`src/rtl/mem_fmt_pkg.sv`:
```
package mem_fmt_pkg;
  // avalon register word offsets (avs_address = 2 * index)
  localparam logic [3:0] system_control_reg_idx    = 4'h0;
  localparam logic [3:0] first_mode_reg_idx     = 4'h1;
  localparam logic [3:0] second_mode_reg_idx     = 4'h2;
  localparam logic [3:0] sticky_idx    = 4'h3;
  localparam logic [3:0] latch_idx     = 4'h4;
  localparam logic [3:0] mask_idx      = 4'h5;
  localparam logic [3:0] ivt_idx       = 4'h6;
  localparam logic [3:0] last_idx      = 4'h7;
  // field positions
  localparam int vti_bit       = 2;
  localparam int bws_lo        = 9;
  localparam int sse_bit       = 13;
  localparam int pe_en_bit     = 21;
  localparam int bc_second_bit = 22;
  localparam int bc_first_bit  = 23;
  localparam int iop_det_bit   = 20;
  localparam int mis_det_bit   = 21;
  localparam int stk_iop_bit   = 0;
  localparam int stk_mis_bit   = 1;
  localparam int irq_bit       = 0;
  // reset values and vector addresses
  localparam logic [31:0] reg_reset    = 32'h0000_0000;
  localparam logic [31:0] ivt_internal = 32'h0008_0000;
  localparam logic [31:0] ivt_noboot   = 32'h000a_0000;
  localparam logic [31:0] unmapped_rd  = 32'h0000_0000;

  // access size requested by the core
  typedef enum logic [1:0] {
    sz_short  = 2'h0,
    sz_normal = 2'h1,
    sz_long   = 2'h2,
    sz_instr  = 2'h3
  } word_size_t;

  // memory access width chosen
  typedef enum logic [3:0] {
    w16 = 4'b0001,
    w32 = 4'b0010,
    w48 = 4'b0100,
    w64 = 4'b1000
  } width_t;

  // one core access request
  typedef struct packed {
    logic        valid;
    logic        write;
    word_size_t  size;
    logic        force_long_word;
    logic        bus_exchange;
    logic        block_sel;
    logic        iop_target;
    logic        from_dma;
    logic        dag_second;
    logic [3:0]  reg_idx;
    logic [23:0] addr;
    logic [39:0] reg_lo;
    logic [39:0] reg_hi;
  } core_req_t;

  // formatted access toward memory and register file
  typedef struct packed {
    logic        valid;
    logic        write;
    width_t      width;
    logic [23:0] addr;
    logic [63:0] mem_wdata;
    logic [3:0]  reg_first;
    logic [3:0]  reg_second;
    logic        pair;
    logic        broadcast;
    logic        simd;
  } mem_acc_t;
endpackage

```
`src/rtl/core_memory_access_formatter.sv`:
```
// The Avalon-MM slave port and the register addresses are this design's own decisions.
`timescale 1ns/1ps
module core_memory_access_formatter (
  input  wire logic                   clk,
  input  wire logic                   rst,
  input  wire logic                   boot_from_external,
  input  wire mem_fmt_pkg::core_req_t req,
  input  wire logic [63:0]            mem_rdata,
  output mem_fmt_pkg::mem_acc_t       acc,
  output logic [39:0]                 load_first,
  output logic [39:0]                 load_second,
  output logic                        illegal_input_interrupt,
  input  wire logic [4:0]             avs_address,
  input  wire logic                   avs_read,
  input  wire logic                   avs_write,
  input  wire logic [31:0]            avs_writedata,
  input  wire logic [3:0]             avs_byteenable,
  output logic [31:0]                 avs_readdata,
  output logic                        avs_waitrequest
);
  logic [31:0] system_control_reg_q, first_mode_reg_q, second_mode_reg_q;
  logic [1:0]  sticky_q, latch_q, mask_q;
  logic        ack_q;
  logic [3:0]  widx;
  logic        wr_hit, rd_hit;
  logic [31:0] be_mask;
  mem_fmt_pkg::width_t w_d;
  logic        misaligned, iop_event;
  logic [23:0] eff_addr;
  logic [3:0]  even_reg;

  assign widx    = avs_address[4:1];
  assign wr_hit  = avs_write && !ack_q;
  assign rd_hit  = avs_read && !ack_q;
  assign be_mask = {{8{avs_byteenable[3]}}, {8{avs_byteenable[2]}},
                    {8{avs_byteenable[1]}}, {8{avs_byteenable[0]}}};

  // one wait state: waitrequest drops the cycle after a request appears
  always_ff @(posedge clk) begin
    if (rst) begin
      ack_q           <= 1'b0;
      avs_waitrequest <= 1'b1;
    end else begin
      ack_q           <= (avs_read || avs_write) && !ack_q;
      avs_waitrequest <= !((avs_read || avs_write) && !ack_q);
    end
  end

  // control registers written on the accepting edge only
  always_ff @(posedge clk) begin
    if (rst) begin
      system_control_reg_q <= mem_fmt_pkg::reg_reset;
      first_mode_reg_q  <= mem_fmt_pkg::reg_reset;
      second_mode_reg_q  <= mem_fmt_pkg::reg_reset;
      mask_q   <= 2'h0;
    end else if (avs_write && ack_q) begin
      unique case (widx)
        mem_fmt_pkg::system_control_reg_idx:
          system_control_reg_q <= (system_control_reg_q & ~be_mask) | (avs_writedata & be_mask);
        mem_fmt_pkg::first_mode_reg_idx:
          first_mode_reg_q <= (first_mode_reg_q & ~be_mask) | (avs_writedata & be_mask);
        mem_fmt_pkg::second_mode_reg_idx:
          second_mode_reg_q <= (second_mode_reg_q & ~be_mask) | (avs_writedata & be_mask);
        mem_fmt_pkg::mask_idx:
          if (avs_byteenable[0]) mask_q <= avs_writedata[1:0];
        default: ;
      endcase
    end
  end

  // event detection; dma traffic never counts as an iop violation
  assign iop_event  = req.valid && req.iop_target && !req.from_dma
                      && second_mode_reg_q[mem_fmt_pkg::iop_det_bit];
  assign misaligned = req.valid && req.size == mem_fmt_pkg::sz_normal
                      && req.force_long_word && req.addr[0]
                      && second_mode_reg_q[mem_fmt_pkg::mis_det_bit];

  logic clr_sticky, clr_latch;
  assign clr_sticky = avs_write && ack_q && widx == mem_fmt_pkg::sticky_idx
                      && avs_byteenable[0];
  assign clr_latch  = avs_write && ack_q && widx == mem_fmt_pkg::latch_idx
                      && avs_byteenable[0];

  // sticky flags: write one to clear, a new event wins over the clear
  always_ff @(posedge clk) begin
    if (rst) begin
      sticky_q <= 2'h0;
      latch_q  <= 2'h0;
    end else begin
      sticky_q <= (sticky_q & ~(clr_sticky ? avs_writedata[1:0] : 2'h0))
                  | {misaligned, iop_event};
      latch_q  <= (latch_q & ~(clr_latch ? avs_writedata[1:0] : 2'h0))
                  | {1'b0, misaligned | iop_event};
    end
  end

  // interrupt is the latched condition gated by the mask
  always_ff @(posedge clk) begin
    if (rst) illegal_input_interrupt <= 1'b0;
    else illegal_input_interrupt <= |(latch_q & mask_q);
  end

  // width selection; forced long wins over simd and block width
  always_comb begin
    unique case (req.size)
      mem_fmt_pkg::sz_short: w_d = mem_fmt_pkg::w16;
      mem_fmt_pkg::sz_long:  w_d = mem_fmt_pkg::w64;
      mem_fmt_pkg::sz_instr: w_d = mem_fmt_pkg::w48;
      default: begin
        if (req.force_long_word) w_d = mem_fmt_pkg::w64;
        else if (req.bus_exchange) w_d = mem_fmt_pkg::w48;
        else if (system_control_reg_q[mem_fmt_pkg::bws_lo + 32'(req.block_sel)])
          w_d = mem_fmt_pkg::w48;
        else w_d = mem_fmt_pkg::w32;
      end
    endcase
  end

  // forced odd address drops to the even word below; long space is word aligned
  assign eff_addr = (req.size == mem_fmt_pkg::sz_normal && req.force_long_word)
                    ? {req.addr[23:1], 1'b0} : req.addr;
  assign even_reg = {req.reg_idx[3:1], 1'b0};

  // register the formatted access toward memory
  always_ff @(posedge clk) begin
    if (rst) begin
      acc <= '0;
    end else begin
      acc.valid      <= req.valid;
      acc.write      <= req.write;
      acc.width      <= w_d;
      acc.addr       <= eff_addr;
      acc.simd       <= first_mode_reg_q[mem_fmt_pkg::pe_en_bit]
                        && !(req.size == mem_fmt_pkg::sz_normal
                             && req.force_long_word);
      acc.broadcast  <= !req.write && (req.dag_second
                        ? first_mode_reg_q[mem_fmt_pkg::bc_second_bit]
                        : first_mode_reg_q[mem_fmt_pkg::bc_first_bit]);
      acc.pair       <= (w_d == mem_fmt_pkg::w64);
      acc.reg_first  <= (w_d == mem_fmt_pkg::w64) ? even_reg : req.reg_idx;
      acc.reg_second <= even_reg | 4'h1;
      unique case (w_d)
        mem_fmt_pkg::w16: acc.mem_wdata <= {48'h0, req.reg_lo[23:8]};
        mem_fmt_pkg::w32: acc.mem_wdata <= {32'h0, req.reg_lo[39:8]};
        mem_fmt_pkg::w48: acc.mem_wdata <= {16'h0, req.reg_lo, 8'h00};
        default:          acc.mem_wdata <= {req.reg_hi[39:8], req.reg_lo[39:8]};
      endcase
    end
  end

  // load formatting for the read data returned with the registered access
  always_ff @(posedge clk) begin
    if (rst) begin
      load_first  <= 40'h0;
      load_second <= 40'h0;
    end else begin
      unique case (acc.width)
        mem_fmt_pkg::w16: load_first <= {(first_mode_reg_q[mem_fmt_pkg::sse_bit]
                              ? {16{mem_rdata[15]}} : 16'h0), mem_rdata[15:0], 8'h00};
        mem_fmt_pkg::w32: load_first <= {mem_rdata[31:0], 8'h00};
        mem_fmt_pkg::w48: load_first <= mem_rdata[47:8];
        default:          load_first <= {mem_rdata[31:0], 8'h00};
      endcase
      load_second <= (acc.width == mem_fmt_pkg::w64)
                     ? {mem_rdata[63:32], 8'h00} : 40'h0;
    end
  end

  // read mux, registered on the request cycle so data stand with the ack
  always_ff @(posedge clk) begin
    if (rst) avs_readdata <= 32'h0;
    else if (rd_hit) begin
      unique case (widx)
        mem_fmt_pkg::system_control_reg_idx: avs_readdata <= system_control_reg_q;
        mem_fmt_pkg::first_mode_reg_idx:  avs_readdata <= first_mode_reg_q;
        mem_fmt_pkg::second_mode_reg_idx:  avs_readdata <= second_mode_reg_q;
        mem_fmt_pkg::sticky_idx: avs_readdata <= {30'h0, sticky_q};
        mem_fmt_pkg::latch_idx:  avs_readdata <= {30'h0, latch_q};
        mem_fmt_pkg::mask_idx:   avs_readdata <= {30'h0, mask_q};
        mem_fmt_pkg::ivt_idx:    avs_readdata <= (system_control_reg_q[mem_fmt_pkg::vti_bit]
                                   || boot_from_external)
                                   ? mem_fmt_pkg::ivt_internal
                                   : mem_fmt_pkg::ivt_noboot;
        default:                 avs_readdata <= mem_fmt_pkg::unmapped_rd;
      endcase
    end
  end
endmodule // core_memory_access_formatter

```
`config.mk`:
```
export PLATFORM = sky130hd
export DESIGN_NAME = core_memory_access_formatter
export DESIGN_NICKNAME = d
export VERILOG_FILES = /design/src/rtl/mem_fmt_pkg.sv /design/src/rtl/core_memory_access_formatter.sv
export SDC_FILE = /design/constraint.sdc
export NUM_CORES = 1
export LEC_CHECK = 0
export ABC_AREA = 0
export BUFFER_PORTS_ARGS = -buffer_cell sky130_fd_sc_hd__buf_4
export CORE_AREA = 10 10 167 169
export CTS_CLUSTER_SIZE = 30
export DETAILED_ROUTE_END_ITERATION = 10
export DIE_AREA = 0 0 177 179
export MAX_ROUTING_LAYER = met4
export PLACE_DENSITY_LB_ADDON = 0.12
export SLEW_MARGIN = 20
export SYNTH_ARGS = -nofsm -noshare
export SYNTH_HDL_FRONTEND = slang
export SYNTH_SLANG_ARGS = --single-unit
```
`constraint.sdc`:
```
create_clock -name clk -period 2.1 [get_ports clk]
set_input_delay 0.105 -clock clk [delete_from_list [all_inputs] [get_ports clk]]
set_output_delay 0.105 -clock clk [all_outputs]
set_load 0.03 [all_outputs]
```
; Yosys cells after proc, flatten, opt, wreduce, memory -nomap -nowiden
; Index checks and enable logic that the tools add are counted.
[word_totals]
latchBits = 0
mem_count = 0
ram_bits = 0
mem_bits_ro = 0
in_bits = 228
reg_bits = 322
[classes]
n_div = 0
n_eq_ne = 16
n_mul = 0
shift = 0
n_reduce_logical = 34
mux = 15
order_cmp = 1
n_bitwise = 17
addsub = 1
[ops]
columns = op, count
row1 = case mux 32 bit (7 select lines), 1
row2 = case mux 64 bit (3 select lines), 1
row3 = AND 32 bit, 4
row4 = OR 32 bit, 3
row5 = case mux 40 bit (2 select lines), 1
row6 = inverter 32 bit, 1
row7 = "== test 4 x 3 -> 1 bit, second input constant", 5
row8 = two-way mux 18 bit, 1
row9 = logical AND 1 bit, 17
row10 = two-way mux 16 bit, 1
row11 = "== test 4 x 1 -> 1 bit, second input constant", 3
row12 = "== test 4 x 2 -> 1 bit, second input constant", 3
row13 = case mux 4 bit (3 select lines), 1
row14 = "== test 4 bit, second input constant", 2
row15 = two-way mux 4 bit, 2
row16 = OR reduction 2 bit, 4
row17 = AND 2 bit, 3
row18 = "< comparator 5 x 6 -> 1 bit, second input constant", 1
row19 = two-way mux 3 bit, 2
row20 = AND reduction 2 bit, 3
row21 = "adder 4 x 1 -> 5 bit, first input constant", 1
row22 = binary-select mux 1 bit (select 5 bit), 1
row23 = logical NOT 1 bit, 5
row24 = "== test 2 bit, second input constant", 2
row25 = 12 further kinds, 16

; Longest topological paths before layout
[logic_depth]
word_depth = 9
mapped_depth = 6
mapped_depth_nobuf = 4

; Least setup slack after synthesis
; OpenSTA, ideal clock, no wires.
[synth_timing]
path_kind = register to register
start = register acc[101] in the netlist's numbering
end = register load_first[24]
synth_period_minus_slack_ps = 1562
required_ps = 2026
setup_ps = 74
arrival_ps = 1488
stages_incl_launch_ff = 7
path_buffers = 2
path_slack_ps = 538
path_cell_list = dfxtp_1 > nor2b_1 > and2_1 > clkbuf_1 > clkbuf_1 > nand2_1 > a31oi_1
[synth_between]
elab_chain_len = 2
[synth_rtl]
columns = item, line
row1 = from (decl), core_memory_access_formatter.sv:9  ; output mem_fmt_pkg::mem_acc_t acc,
row2 = == test 4 x 3 -> 1 bit or == test 4 x 1 -> 1 bit (tied branches), core_memory_access_formatter.sv:157  ; unique case (acc.width)
row3 = case mux 40 bit (2 select lines) (*), core_memory_access_formatter.sv:157
row4 = to (signal assigned), core_memory_access_formatter.sv:158  ; mem_fmt_pkg::w16: load_first <= {(first_mode_reg_q[mem_fmt_pkg::sse_bit]
row5 = to (signal assigned), core_memory_access_formatter.sv:160  ; mem_fmt_pkg::w32: load_first <= {mem_rdata[31:0], 8'h00};
row6 = to (signal assigned), core_memory_access_formatter.sv:161  ; mem_fmt_pkg::w48: load_first <= mem_rdata[47:8];
row7 = to (decl), core_memory_access_formatter.sv:10  ; output logic [39:0] load_first,
; Every way passes the cells marked *; elsewhere a longest branch is shown, timed or not.
; A chain may end at the register's enable or synchronous reset.

; Worst setup path after layout
[layout_timing]
start = register acc[101] in the netlist's numbering
end = register load_first[9]
; The elaborated chain is that of the path after synthesis.

==> impl_results.rst <==
.. list-table::
   :header-rows: 1

   * - Metric
     - Value
   * - Layout cell share with drive strength beyond 1
     - 29.7%
   * - H-tree Lvls
     - 2
   * - Worst setup path endpoint
     - load_first[9]
   * - Via count of the first global-routing pass
     - 11,300
   * - Run status
     - complete, no violations
   * - Area share of the largest cell type after synthesis
     - 56.6%
   * - Max-capacitance violation count
     - 0
   * - Hold WC Path Type
     - in -> reg
   * - Crit path required time
     - 2.54 ns
   * - Post-route clock period utilization
     - 92.5%
   * - Number of iterations in the first detailed-routing pass
     - 5
   * - Synth-to-Final Area Change
     - 61.9%
   * - Top cells by area, synth
     - sky130_fd_sc_hd__dfxtp_1, sky130_fd_sc_hd__nand2_1, sky130_fd_sc_hd__a21oi_1
   * - Yosys cell types
     - 55
   * - Hold violation total from the final report
     - 0
   * - Cell count after placement
     - 1,883
   * - Sinks on Clock Net
     - 311
   * - Antenna-violating nets left
     - 0
   * - Post-synthesis instance area
     - 11,000 sq um
   * - Power per cell area
     - 791 nW/um^2
   * - Setup crit start
     - acc[101]
   * - Average detailed-routed wire length per instance
     - 21.5 microns
   * - Synth warnings
     - 0
   * - Sequence of cells on the critical path
     - nor2b_2 > and2_1 > buf_12 > nand2_1 > a21oi_1 > dlygate4sd3_1
   * - Final weighted congestion in routability-driven placement
     - 0.940
   * - Unrepaired setup endpoints after global routing
     - no
   * - Total detailed-routing wirelength
     - 46,500 microns
   * - Post-route DRC
     - 0
   * - Effective utilization at floorplan
     - 44.5%
   * - DR vias
     - 11,200
   * - Half-perimeter wire length after placement
     - 30,900 microns
   * - CP Class
     - reg -> reg
   * - Max Clk Rate
     - 515 MHz
   * - Commonest register cell after synthesis
     - sky130_fd_sc_hd__dfxtp_1
   * - Inserted Clock Buffers
     - 35
   * - Remaining global-route overflow
     - 0
   * - Placement Rows
     - 58
   * - Transition time of the tightest slew-check pin
     - 0.754 ns
   * - Number of antenna violations at the first check in global routing
     - 7
   * - Initial DRC Count
     - 1,019
   * - Pins Over Slew Limit
     - 0
   * - Biggest area consumer among synthesized cells
     - sky130_fd_sc_hd__dfxtp_1
   * - CP endpoint kind
     - register
   * - Worst reg2reg path depth
     - 6
   * - Syn avg cell area
     - 9.36 sq um
   * - Max stage delay on crit path
     - 0.56 ns
   * - Clock skew after layout
     - 0.0129 ns
   * - Vias per cell
     - 5.19
   * - Area inside the core boundary
     - 24,700 sq um
   * - R2r endpoint
     - load_first[9]
   * - Most frequent standard cell in the layout excluding fill and tap cells
     - sky130_fd_sc_hd__buf_4
   * - Number of register bits inferred by synthesis
     - 311
   * - Number of endpoints failing setup at the final stage
     - 0
   * - Hold_sp
     - req[115]
   * - Slowest stage cell, crit path
     - sky130_fd_sc_hd__dlygate4sd3_1
   * - Non-Filler Instances
     - 2,166
   * - Share of synthesized area occupied by flip-flops and latches
     - 56.6%
   * - Die height
     - 179 microns
   * - Static power due to leakage
     - 7.96 nW
   * - Width of the die
     - 177 microns
   * - Quantity of I/O buffers inserted on ports
     - 429
   * - Number of nets in the final layout
     - 2,033
   * - Wire length of the first global-routing pass
     - 68,300 microns
   * - Max VDD drop
     - 0.000654 V
   * - Post-synthesis instance total
     - 1,176
   * - Top library cells by usage in the layout, fill and taps aside
     - sky130_fd_sc_hd__buf_4, sky130_fd_sc_hd__dfxtp_1, sky130_fd_sc_hd__nand2_1
   * - Clock latency on the worst-skew pair
     - 0.50 ns
   * - Post-synth ARST share
     - 0%
   * - Pin count of the biggest net entering global routing
     - 126
   * - Power after layout
     - 0.0141 W
   * - TritonCTS clock tree
     - yes
   * - Clock-pin slew of the registers on the worst-case setup and hold paths
     - 0.06 ns
   * - Maximum root-to-sink buffer count
     - 3
   * - Type of origin of the critical path
     - register
   * - Setup total negative slack
     - 0 ns
   * - Area of the die
     - 31,700 sq um
   * - Global-route total usage across every layer
     - 28.4%
   * - Peak fanout along the critical path
     - 40
   * - Number of flops mapped to enable cells by yosys
     - 0
   * - Crit path time final
     - 1.94 ns
   * - CP arrival
     - 2.38 ns
   * - Number of post-CTS setup repair buffers
     - 0
   * - Clock root cell
     - sky130_fd_sc_hd__clkbuf_16
   * - Boundary Pins
     - 447
   * - Register-to-register setup slack
     - 0.16 ns
   * - Worst slew margin relative to its limit
     - 49.7%
   * - Startpoint of the most critical register-to-register path
     - acc[101]
worst min-delay path by stage:
stage               cells past startpoint         endpoint
global placement                        2  load_second[33]
CTS                                     4           acc[7]
global route                            4           acc[7]
finish                                  4           acc[7]
floorplan                               1          acc[99]
detailed placement                      2           acc[1]
area by class of cell:
| class | instances | area [sq um] |
|---|---|---|
| Antenna cell | 7 | 17.5 |
| Clock buffer | 57 | 1110 |
| Clock inverter | 4 | 26.3 |
| Fill cell | 1768 | 6930 |
| Inverter | 5 | 18.8 |
| Multi-Input combinational cell | 776 | 4370 |
| Sequential cell | 311 | 6230 |
| Tap cell | 330 | 413 |
| Timing Repair Buffer | 676 | 5640 |
power breakdown:
part | internal, W | switching [W] | total, W
registers | 0.00608 | 0.0000731 | 0.00615
logic | 0.000892 | 0.00106 | 0.00195
clock network | 0.00361 | 0.00238 | 0.00599
total | 0.0106 | 0.00351 | 0.0141
worst max-delay path, delay by kind of cell, from the launching register on:
family	cells	cell delay, ns
buf+inv	2	0.77
flops	1	0.40
simple gates	3	0.54
compound gates	1	0.16
metrics by stage:
| stage | hold WS, ns | area (sq um) | util, % | setup slack [ns] |
|---|---|---|---|---|
| after floorplan | 0.182 | 11000 | - | 0.538 |
| final | 0.0903 | 17800 | 72.0 | 0.157 |
| after global placement | 0.307 | 14500 | 58.6 | 0.269 |
| after CTS | 0.0872 | 17800 | 71.8 | 0.0336 |
| after global routing | 0.123 | 17800 | 72.0 | 0.00830 |
| after detailed placement | 0.305 | 14500 | 58.6 | 0.230 |
Yosys cell counts, drive strengths merged, types with 2 or more instances:
cell type and n:
nor4 3, and3 12, or4b 2, a21oi 125, mux2 2, nor3 3, nor3b 2, dfxtp 311
o2bb2ai 8, nor2 31, nand2b 6, buf 45, mux2i 5, a31oi 19, nand2 273, nor4b 4
nor2b 30, o21ai 78, nand4 3, a22o 56, nor4bb 2, a22oi 30, clkbuf 46, nand3 7
inv 5, or2 2, and2 50, nand3b 2
timing repair:
item,in CTS,in global routing
gates resized for setup,0,5
setup endpoints to repair,0,8
hold buffers,215,0
endpoints found under the hold margin,273,0
metal layers:
layer	vias up	global-route usage, %	share of wire [%]
met5	-	-	0
li1	5264	-	-
met4	0	9.39	3.1
met2	523	48.8	51
met3	119	6.70	7.4
met1	5331	31.9	38
cell families after synthesis:
logic type | synth area share, %
AND/OR/NAND/NOR | 19.8
AO/OA/AOI/OAI | 18.5
flip-flops | 56.6
buffers and inverters | 4.40
multiplexers | 0.693
other | 0.0341
No activity file was read; power rests on OpenSTA's default activity.
